$ cat src/include/anadv_pkg.sv
/*
  Constants, field layout and carriers for the auto-negotiation
  advertisement register bank.
  Assumes a 16-bit management register space with 5-bit addresses.
*/
package anadv_pkg;

  // management register space
  localparam int unsigned ADDR_W = 5;
  localparam int unsigned DATA_W = 16;
  localparam logic [4:0] ADV_ADDR = 5'h04;
  localparam logic [15:0] RDATA_IDLE = 16'h0000;

  // selector codes
  localparam int unsigned SEL_W = 5;
  localparam logic [4:0] SEL_ETHERNET = 5'h01;
  localparam logic [4:0] SEL_ISLAN = 5'h02;
  localparam logic [4:0] SEL_RSVD_LO = 5'h00;
  localparam logic [4:0] SEL_RSVD_HI = 5'h1F;

  // number of configuration pins caught at hardware reset
  localparam int unsigned STRAP_W = 5;

  // reset values of the fixed fields
  localparam logic ZERO_BIT = 1'b0;
  localparam logic [4:0] SEL_RESET = SEL_ETHERNET;

  // advertisement word, bit 15 first
  typedef struct packed {
    logic next_page;
    logic rsvd14;
    logic remote_fault;
    logic rsvd12;
    logic asym_pause;
    logic pause;
    logic t4;
    logic tx_fd;
    logic tx_hd;
    logic t10_fd;
    logic t10_hd;
    logic [4:0] selector;
  } adv_word_s;

  // configuration pins that seed the ability bits
  typedef struct packed {
    logic pause;
    logic tx_fd;
    logic tx_hd;
    logic t10_fd;
    logic t10_hd;
  } strap_s;

  // one management request
  typedef struct packed {
    logic wr;
    logic rd;
    logic [4:0] addr;
    logic [15:0] wdata;
  } reg_req_s;

  // partner base page as seen by the arbitration logic
  typedef struct packed {
    logic valid;
    logic [15:0] word;
  } partner_page_s;

  typedef enum logic [1:0] {
    ST_LOAD,
    ST_RUN
  } init_state_e;

endpackage

$ cat src/logic/autoneg_advertisement_reg.sv
/*
  Auto-negotiation advertisement register with pin-seeded ability
  bits, software reset restore and the selector check that gates
  completion.
  Assumes a management master on mclk using one-cycle strobes, and
  an arbitration engine that pulses exchange_start per exchange.
  Configuration pins must stay still for the whole hardware reset;
  they pass a three-stage filter and are not read again after it.
  Software reset arrives as a pulse from the control register side.
*/
// Functional notes
// (RL1) bit 15 read/write next-page ability, resets to zero
// (RL2) bits 14 and 12 read zero; software writes zero there
// (RL3) bit 13 read/write remote fault advertisement, resets to zero
// (RL4) bit 11 read/write asymmetric pause ability, resets to zero
// (RL5) bit 10 read/write symmetric pause ability
// (RL6) bit 9 writable 100BASE-T4 advertisement, resets to zero
// (RL7) bit 8 read/write 100BASE-TX full-duplex ability
// (RL8) bit 7 read/write 100BASE-TX half-duplex ability
// (RL9) bit 6 read/write 10BASE-T full-duplex ability
// (RL10) bit 5 read/write 10BASE-T half-duplex ability
// (RL11) bits 4:0 selector field, resets to Ethernet code
// (RL12) any 5-bit selector value written is stored unchanged
// (RL13) completion allowed only when partner selector equals local one
// (RL14) software avoids reserved or unspecified selector codes
// (RL15) pause and bits 8:5 reset from configuration pins
// (RL16) pins caught at hardware reset only; soft reset restores them
// (RL17) written value used at next exchange; reads return all 16 bits
`timescale 1ns/1ps
module autoneg_advertisement_reg (
  input wire logic mclk,
  input wire logic nrst,
  input wire logic soft_reset,
  input wire anadv_pkg::reg_req_s bus_req,
  output logic [anadv_pkg::DATA_W-1:0] bus_rdata,
  input wire logic [anadv_pkg::STRAP_W-1:0] strap_pins,
  input wire logic exchange_start,
  input wire anadv_pkg::partner_page_s partner_page,
  output logic [anadv_pkg::DATA_W-1:0] adv_tx_word,
  output logic adv_pending,
  output logic sel_unusual,
  output logic sel_match,
  output logic sel_seen,
  output logic an_complete_ok,
  output logic init_done,
  output anadv_pkg::strap_s pin_latched_on_hw_reset
);

  // ---- declarations
  anadv_pkg::adv_word_s adv_r;
  anadv_pkg::adv_word_s adv_nxt;
  anadv_pkg::adv_word_s tx_r;
  anadv_pkg::adv_word_s tx_nxt;
  anadv_pkg::strap_s latch_r;
  anadv_pkg::init_state_e state_r;
  anadv_pkg::init_state_e state_nxt;
  logic [anadv_pkg::DATA_W-1:0] rdata_r;
  logic [anadv_pkg::DATA_W-1:0] rdata_nxt;
  logic pending_r;
  logic pending_nxt;
  logic unusual_r;
  logic complete_r;
  logic init_done_r;

  wire logic [anadv_pkg::STRAP_W-1:0] pin_filt;
  wire anadv_pkg::strap_s pin_now;
  wire logic wr_hit;
  wire logic rd_hit;
  wire logic restore;
  wire anadv_pkg::adv_word_s adv_default;
  wire anadv_pkg::adv_word_s adv_written;
  wire logic match_w;
  wire logic seen_w;
  wire logic in_load;
  wire logic in_run;

  // ---- address decode shared by the read and the write path
  function automatic logic addr_hit(input logic [anadv_pkg::ADDR_W-1:0] a);
    addr_hit = (a == anadv_pkg::ADV_ADDR);
  endfunction

  // ---- selector codes that the partner is not meant to receive
  function automatic logic sel_odd(input logic [anadv_pkg::SEL_W-1:0] s);
    sel_odd = (s != anadv_pkg::SEL_ETHERNET) && (s != anadv_pkg::SEL_ISLAN);
  endfunction

  // ---- build the reset image from the latched pin values
  function automatic anadv_pkg::adv_word_s make_default(
    input anadv_pkg::strap_s p
  );
    anadv_pkg::adv_word_s w;
    w = '0;
    w.next_page = anadv_pkg::ZERO_BIT; // [RL1]
    w.rsvd14 = anadv_pkg::ZERO_BIT; // [RL2]
    w.remote_fault = anadv_pkg::ZERO_BIT; // [RL3]
    w.rsvd12 = anadv_pkg::ZERO_BIT; // [RL2]
    w.asym_pause = anadv_pkg::ZERO_BIT; // [RL4]
    w.pause = p.pause; // [RL15]
    w.t4 = anadv_pkg::ZERO_BIT; // [RL6]
    w.tx_fd = p.tx_fd; // [RL15]
    w.tx_hd = p.tx_hd; // [RL15]
    w.t10_fd = p.t10_fd; // [RL15]
    w.t10_hd = p.t10_hd; // [RL15]
    w.selector = anadv_pkg::SEL_RESET; // [RL11]
    make_default = w;
  endfunction

  // ---- merge a management write, reserved bits forced to zero
  function automatic anadv_pkg::adv_word_s make_written(
    input logic [anadv_pkg::DATA_W-1:0] d
  );
    anadv_pkg::adv_word_s in;
    anadv_pkg::adv_word_s w;
    in = anadv_pkg::adv_word_s'(d);
    w = in;
    w.next_page = in.next_page; // [RL1]
    w.rsvd14 = anadv_pkg::ZERO_BIT; // [RL2]
    w.remote_fault = in.remote_fault; // [RL3]
    w.rsvd12 = anadv_pkg::ZERO_BIT; // [RL2]
    w.asym_pause = in.asym_pause; // [RL4]
    w.pause = in.pause; // [RL5]
    w.t4 = in.t4; // [RL6]
    w.tx_fd = in.tx_fd; // [RL7]
    w.tx_hd = in.tx_hd; // [RL8]
    w.t10_fd = in.t10_fd; // [RL9]
    w.t10_hd = in.t10_hd; // [RL10]
    w.selector = in.selector; // [RL12]
    make_written = w;
  endfunction

  // ---- configuration pins come from outside the clock domain
  strap_sync u_strap_sync (
    .mclk(mclk),
    .pin_in(strap_pins),
    .pin_filt(pin_filt)
  );

  assign pin_now = anadv_pkg::strap_s'(pin_filt);

  // ---- init state decode, shared by the restore, tx and status paths
  assign in_load = (state_r == anadv_pkg::ST_LOAD);
  assign in_run = (state_r == anadv_pkg::ST_RUN);

  // ---- decode of strobes and restore sources
  assign wr_hit = bus_req.wr && addr_hit(bus_req.addr);
  assign rd_hit = bus_req.rd && addr_hit(bus_req.addr);
  assign restore = soft_reset || in_load;
  assign adv_default = make_default(latch_r);
  assign adv_written = make_written(bus_req.wdata);

  // ---- pins are sampled only while hardware reset is held
  // the filter needs a few cycles, so reset must outlast pin settling
  always_ff @(posedge mclk)
  begin
    if (!nrst)
    begin
      latch_r <= pin_now; // [RL16]
    end
  end

  // ---- first cycle after hardware reset loads the pin image
  always_comb
  begin
    state_nxt = state_r;
    case (state_r)
      anadv_pkg::ST_LOAD:
      begin
        state_nxt = anadv_pkg::ST_RUN;
      end
      anadv_pkg::ST_RUN:
      begin
        state_nxt = anadv_pkg::ST_RUN;
      end
      default:
      begin
        state_nxt = anadv_pkg::ST_LOAD;
      end
    endcase
  end

  // ---- register value: restore beats write, write beats hold
  // a write that lands in a restore cycle is lost and must be repeated
  always_comb
  begin
    adv_nxt = adv_r;
    if (restore)
    begin
      adv_nxt = adv_default; // [RL16]
    end
    else if (wr_hit)
    begin
      adv_nxt = adv_written; // [RL12]
    end
  end

  // ---- the word sent on the link changes only in the load cycle and at an exchange start
  // a soft reset leaves the word on the link alone until then
  always_comb
  begin
    tx_nxt = tx_r;
    if (in_load)
    begin
      tx_nxt = adv_default;
    end
    else if (exchange_start)
    begin
      tx_nxt = adv_r; // [RL17]
    end
  end

  // ---- a write since the last exchange marks the word as pending;
  // a write in the start cycle itself stays pending, while a restore
  // throws the write away and so clears the mark as well
  always_comb
  begin
    pending_nxt = pending_r;
    if (restore)
    begin
      pending_nxt = 1'b0;
    end
    else if (wr_hit)
    begin
      pending_nxt = 1'b1; // [RL17]
    end
    else if (exchange_start)
    begin
      pending_nxt = 1'b0;
    end
  end

  // ---- read data stands only in the cycle after the strobe
  // a read right after a write already sees the new word
  always_comb
  begin
    rdata_nxt = anadv_pkg::RDATA_IDLE;
    if (rd_hit)
    begin
      rdata_nxt = adv_r; // [RL17]
    end
  end

  // ---- state, register and read-back flops
  always_ff @(posedge mclk)
  begin
    if (!nrst)
    begin
      state_r <= anadv_pkg::ST_LOAD;
      adv_r <= '0;
      tx_r <= '0;
      pending_r <= 1'b0;
      rdata_r <= anadv_pkg::RDATA_IDLE;
    end
    else
    begin
      state_r <= state_nxt;
      adv_r <= adv_nxt;
      tx_r <= tx_nxt;
      pending_r <= pending_nxt;
      rdata_r <= rdata_nxt;
    end
  end

  // ---- partner selector check against the word in use
  // a page that arrives with exchange_start is judged against the old word
  selector_match u_selector_match (
    .mclk(mclk),
    .nrst(nrst),
    .clear(exchange_start),
    .local_sel(tx_r.selector),
    .partner(partner_page),
    .match(match_w),
    .seen(seen_w)
  );

  // ---- status flags for software and the arbitration engine
  // the selector flag is held low in the load cycle, while the register
  // still holds its reset zeroes, so no false warning follows reset
  always_ff @(posedge mclk)
  begin
    if (!nrst)
    begin
      unusual_r <= 1'b0;
      complete_r <= 1'b0;
      init_done_r <= 1'b0;
    end
    else
    begin
      unusual_r <= in_run && sel_odd(adv_r.selector); // [RL14]
      complete_r <= match_w && seen_w; // [RL13]
      init_done_r <= in_run;
    end
  end

  // ---- outputs, each from a flop
  assign bus_rdata = rdata_r;
  assign adv_tx_word = tx_r;
  assign adv_pending = pending_r;
  assign sel_unusual = unusual_r;
  assign sel_match = match_w;
  assign sel_seen = seen_w;
  assign an_complete_ok = complete_r;
  assign init_done = init_done_r;
  assign pin_latched_on_hw_reset = latch_r;

endmodule

$ cat src/logic/selector_match.sv
/*
  Compares the partner's received selector with the locally
  programmed one.
  Assumes partner pages arrive as one-cycle valid pulses on mclk.
*/
`timescale 1ns/1ps
module selector_match (
  input wire logic mclk,
  input wire logic nrst,
  input wire logic clear,
  input wire logic [anadv_pkg::SEL_W-1:0] local_sel,
  input wire anadv_pkg::partner_page_s partner,
  output logic match,
  output logic seen
);

  logic match_r;
  logic seen_r;
  wire logic [anadv_pkg::SEL_W-1:0] partner_sel;
  wire logic same_sel;

  // partner selector sits in the low field of the base page
  assign partner_sel = partner.word[anadv_pkg::SEL_W-1:0];
  assign same_sel = (partner_sel == local_sel);

  // a new page wins over a clear in the same cycle
  always_ff @(posedge mclk)
  begin
    if (!nrst)
    begin
      match_r <= 1'b0;
      seen_r <= 1'b0;
    end
    else if (partner.valid)
    begin
      match_r <= same_sel; // [RL13]
      seen_r <= 1'b1;
    end
    else if (clear)
    begin
      match_r <= 1'b0;
      seen_r <= 1'b0;
    end
  end

  assign match = match_r;
  assign seen = seen_r;

endmodule

$ cat src/logic/strap_sync.sv
/*
  Three-stage synchroniser with agreement filter for the
  configuration pins.
  Assumes pins change slowly compared with mclk.
*/
`timescale 1ns/1ps
module strap_sync (
  input wire logic mclk,
  input wire logic [anadv_pkg::STRAP_W-1:0] pin_in,
  output logic [anadv_pkg::STRAP_W-1:0] pin_filt
);

  logic [anadv_pkg::STRAP_W-1:0] s1_r;
  logic [anadv_pkg::STRAP_W-1:0] s2_r;
  logic [anadv_pkg::STRAP_W-1:0] s3_r;
  logic [anadv_pkg::STRAP_W-1:0] filt_r;

  // per pin: three flops, value taken once stages two and three agree
  genvar gi;
  generate
    for (gi = 0; gi < anadv_pkg::STRAP_W; gi++)
    begin : g_pin
      always_ff @(posedge mclk)
      begin
        s1_r[gi] <= pin_in[gi];
        s2_r[gi] <= s1_r[gi];
        s3_r[gi] <= s2_r[gi];
        if (s2_r[gi] == s3_r[gi])
        begin
          filt_r[gi] <= s3_r[gi];
        end
      end
    end
  endgenerate

  assign pin_filt = filt_r;

endmodule

$ cat config.mk
export PLATFORM = sky130hd
export DESIGN_NAME = autoneg_advertisement_reg
export DESIGN_NICKNAME = d
export VERILOG_FILES = /design/src/include/anadv_pkg.sv /design/src/logic/autoneg_advertisement_reg.sv /design/src/logic/selector_match.sv /design/src/logic/strap_sync.sv
export SDC_FILE = /design/constraint.sdc
export NUM_CORES = 1
export LEC_CHECK = 0
export ABC_AREA = 1
export BUFFER_PORTS_ARGS = -buffer_cell sky130_fd_sc_hd__buf_2
export CAP_MARGIN = 20
export CORE_ASPECT_RATIO = 0.7
export CORE_UTILIZATION = 48
export DETAILED_ROUTE_END_ITERATION = 8
export GPL_TIMING_DRIVEN = 0
export PLACE_DENSITY = 0.85
export SYNTH_ARGS = -nofsm -noshare
export SYNTH_HDL_FRONTEND = slang
export SYNTH_SLANG_ARGS = --single-unit
$ cat constraint.sdc
create_clock -name mclk -period 1.19 [get_ports mclk]
set_input_delay 0.238 -clock mclk [delete_from_list [all_inputs] [get_ports mclk]]
set_output_delay 0.238 -clock mclk [all_outputs]
set_load 0.01 [all_outputs]
; Word level (Yosys, flattened, before mapping)
; Index checks and enable logic that the tools add are counted.
[word_totals]
register_bits = 75
in_bits = 49
output_inout_bits = 43
elab_cells = 90
[op_classes]
n_eq_ne = 10
mux = 9
bitwise = 1
n_reduce_logical = 15
[op_table]
columns = cell, count
row1 = $mux W11, 4
row2 = $reduce_bool A2 Y1, 4
row3 = $reduce_or A2 Y1, 3
row4 = $eq A1 B1 Y1, 5
row5 = $eq A5 B3 Y1 const B, 1
row6 = $eq A5 B5 Y1, 1
row7 = $logic_and A1 B1 Y1, 5
row8 = $mux W1, 5
row9 = $ne A5 B1 Y1 const B, 1
row10 = $ne A5 B2 Y1 const B, 1
row11 = $eq A2 B1 Y1 const B, 1
row12 = $logic_not A2 Y1, 1
row13 = $reduce_and A2 Y1, 1
row14 = $logic_or A1 B1 Y1, 1
row15 = $not A1 Y1, 1

; Logic depth before layout (Yosys ltp)
[logic_depth]
ltp_word = 4
ltp_mapped = 9
ltp_nobuf = 9

; Hierarchy
; A second synthesis with hierarchy kept.
[hier_totals]
cells_unflattened = 311
hier_area_um2 = 2676.3
[by_module_without_submodules]
columns = module, instances, cells_each, area_each_um2, seq_area_each_um2
row1 = autoneg_advertisement_reg, 1, 229, 1951.9, 1091.0
row2 = strap_sync, 1, 45, 544.3, 450.4
row3 = selector_match, 1, 37, 180.2, 40.0

; Worst setup path after synthesis
; Ideal clock, no wire load.
[synth_timing]
path_type = input port to flip-flop
start = input bus_req[17] (netlist name)
end = register adv_r[6] (netlist name)
setup_ns = 0.113
arrival_ns = 0.922
required_time_ns = 1.077
path_slack_ns = 0.155
path_stages = 7
path_buffers = 1
cell_sequence = nor2_2 -> nand4_2 -> nand2_2 -> buf_6 -> nand2_1 -> nand2_1 -> nor2_1
[synth_via]
elab_chain_len = 3
[synth_lines]
columns = item, line_no
row1 = "start, declared", autoneg_advertisement_reg.sv:34  ; input wire anadv_pkg::reg_req_s bus_req,
row2 = $eq A5 B3 Y1, autoneg_advertisement_reg.sv:79  ; addr_hit = (a == anadv_pkg::ADV_ADDR);
row3 = $logic_and A1 B1 Y1, autoneg_advertisement_reg.sv:145  ; assign wr_hit = bus_req.wr && addr_hit(bus_req.addr);
row4 = $reduce_bool A2 Y1 (no line), --
row5 = "end signal, assigned", autoneg_advertisement_reg.sv:256  ; adv_r <= adv_nxt;
row6 = "end, declared", autoneg_advertisement_reg.sv:50  ; anadv_pkg::adv_word_s adv_r;
; No other way between the ends.
; A chain may end at the register's enable or synchronous reset.

; Worst setup path in the final report
[layout_timing]
start = register latch_r (netlist bit pin_latched_on_hw_reset[4])
end = output pin_latched_on_hw_reset[4] (netlist name)
[layout_rtl]
columns = item, line_no
row1 = "start, declared", autoneg_advertisement_reg.sv:54  ; anadv_pkg::strap_s latch_r;
row2 = "start signal, assigned", autoneg_advertisement_reg.sv:157  ; latch_r <= pin_now;
row3 = "end, declared", autoneg_advertisement_reg.sv:46  ; output anadv_pkg::strap_s pin_latched_on_hw_reset
; No word-level cell between the ends.

==> run metrics <==
R2R setup slack 0.11 ns; HP Class in2reg; CTS Root Cell clkbuf_8; Vias/cell 4.51; CTS tree built; Largest delay share family, worst path flip-flops; Final Worst Setup Slack 0.0119 ns; antenna violations before repair 0; CTS H-tree lvls 3; worst-skew pair later-pin latency 0.34 ns; die area 5600 um^2; CTS buffer count 9; Die W 89.0 um; CP arrival 0.94 ns; Max Cap Violations 0; fin. max-slew vios 0; grt ovf 0; Syn-to-layout area delta 29.0%; final std cells w/o fill 436; DP HPWL 3720 um; Synth Area per Inst 9.56 um^2; status finished clean; # clock sinks 74; number of global-route vias before repair 1861; Post-Route Skew 0.00608 ns; global-route wire length before repair 8050 um; Starting DRT DRC Count 92; TritonRoute pass-1 iters 4; Starting Density 51.5%; Post-synth ARST share 0%; unrepaired setup endpoints after global routing yes; min-delay src nrst; Nets 411; Ports 92; PwrDens 1500 nW/um^2; Yosys cell types 30; min Tclk post-route 1.18 ns; Routed Antenna Nets 0; layout cell share with drive strength beyond 1 31.6%; largest net degree at the start of global routing 14; drt wl/cell 11.5 um; Leakage 1.58 nW; Gate Count Post-Synth 266; hold path cells 1; Total GRT Usage 19.4%; Core Footprint 4940 um^2; cell taking the most area after synthesis dfxtp_1; vias 1966; worst hold endpoint state_r[0]; Buf+Inv Stages, Crit Path 1; worst setup path class reg2out; Layout fillers 419; Worst Setup End Kind output pin; most common cell in the netlist dfxtp_1; critical path's slowest cell edfxtp_1; final setup violation count 0; row count 21; ant diodes 0; DRC 0; Setup WS pre-CTS -0.128 ns; EDFF count, synth 10; dominant synthesized flop cell dfxtp_1; Critical Path Start Type flop; worst r2r dst adv_r[6]; period utilization 99.0%; Post-synth top cells 64 x dfxtp_1, 39 x nand2_1, 39 x nor2_1; reg2reg path depth 7; Synthesis Warnings 0; post-synth top area share 50.4%; reg2reg start state_r[0]; Placed Cells 412; Final Hold Violating Endpoints 0; Peak VDD IR 1040 uV; Largest stage delay, worst path 0.44 ns; Die H 62.9 um; crit-path max FO 3; crit-path cells buf_2; synth top area cells dfxtp_1 50%, edfxtp_1 12%, nand2_1 5.8%, nor2_1 5.8%, inv_1 5.2%; Final Wtd Congestion 0.835; Routed Wire Length 5000 um; CTS clk-pin slew, worst paths 0.07 ns; Clock Path Buffers 2; PortBufs 74; sequential share of the synthesized area 62.2%; post-synthesis register bit count 74; synthesized area 2540 um^2; FMAX 849 MHz; Worst Path Required 0.95 ns
-- power breakdown --
group | switching, W | internal [W] | total (W)
Sequential | 0.0000545 | 0.00264 | 0.00269
Combinational | 0.000212 | 0.000182 | 0.000394
Clock | 0.000884 | 0.000963 | 0.00185
Total | 0.00115 | 0.00378 | 0.00493
-- per-stage QoR --
step / hold slack [ns] / total power [W] / util [%] / area, um^2 / TNS (ns)
2_1_floorplan: 0.266 / 0.00296 / - / 2550 / 0
3_3_place_gp: 0.311 / 0.00310 / 61.0 / 3010 / -1.01
3_5_place_dp: 0.312 / 0.00312 / 61.0 / 3010 / -1.49
4_1_cts: 0.103 / 0.00498 / 66.1 / 3260 / 0
5_1_grt: 0.100 / 0.00515 / 66.4 / 3280 / -0.0301
6_report: 0.111 / 0.00493 / 66.4 / 3280 / 0
-- registers in the layout, summed over array words and instances (netlist names) --
signal and flops:
adv_pending 1, adv_r 14, adv_tx_word 14, an_complete_ok 1, bus_rdata 14, init_done 1, pin_latched_on_hw_reset 5, sel_unusual 1
state_r 1, u_selector_match.match 1, u_selector_match.seen 1, u_strap_sync.pin_filt 5, u_strap_sync.s1_r 5, u_strap_sync.s2_r 5, u_strap_sync.s3_r 5
-- area by class of cell --
class | count | area [um^2] | area share (%)
Timing Repair Buffer | 82 | 443 | 13.5
Tap cell | 69 | 86.3 | 2.63
Buffer | 10 | 71.3 | 2.17
Inverter | 37 | 145 | 4.42
Sequential cell | 74 | 1590 | 48.3
Clock buffer | 9 | 124 | 3.77
Clock inverter | 7 | 70.1 | 2.13
Multi-Input combinational cell | 148 | 757 | 23.1
-- metal layers --
metal | routed length [um] | part of all wire (%) | vias to the layer above | GRT usage [%]
li1 | - | - | 1022 | -
met1 | 2200 | 44 | 855 | 21.8
met2 | 2360 | 47 | 83 | 33.0
met3 | 389 | 7.8 | 6 | 7.66
met4 | 48 | 0.96 | 0 | 6.75
met5 | 0 | 0 | - | 0
-- cells in the final DEF, fill, tap and decap left out, types with 3 or more instances in the layout --
cell / n
o21ai_0: 11
nor2_1: 39
conb_1: 4
nand2_1: 39
buf_2: 77
edfxtp_1: 10
o211ai_1: 3
xnor2_1: 6
o21bai_1: 8
buf_4: 7
xor2_1: 4
clkinv_4: 3
dfxtp_1: 63
clkinv_2: 4
dlygate4sd3_1: 5
a21oi_1: 17
clkbuf_8: 9
inv_1: 34
-- logic make-up after synthesis --
family	share of synthesized area [%]
buffers and inverters	8.51
other	0.147
xor gates and xnor gates	3.44
and+or+nand+nor	15.3
DFF	62.2
AOI/OAI and AO/OA	10.4
-- timing repair --
item,4_1_cts,5_1_grt
gates resized for setup,1,2
buffers inserted,1,2
hold buffers,5,0
endpoints found under the setup margin,8,4
hold endpoints to repair,5,0
-- worst max path at each step --
stage | start | end | slack [ns] | depth (start not counted)
after floorplan | bus_req[17] | adv_r[6] | 0.16 | 7
after global placement | bus_req[17] | adv_r[7] | -0.10 | 8
after detailed placement | bus_req[17] | adv_r[6] | -0.13 | 8
after CTS | pin_latched_on_hw_reset[4] | pin_latched_on_hw_reset[4] | 0.003 | 1
after global routing | pin_latched_on_hw_reset[4] | pin_latched_on_hw_reset[4] | -0.02 | 1
final | pin_latched_on_hw_reset[4] | pin_latched_on_hw_reset[4] | 0.01 | 1
Power figures use the tool's default switching activity.
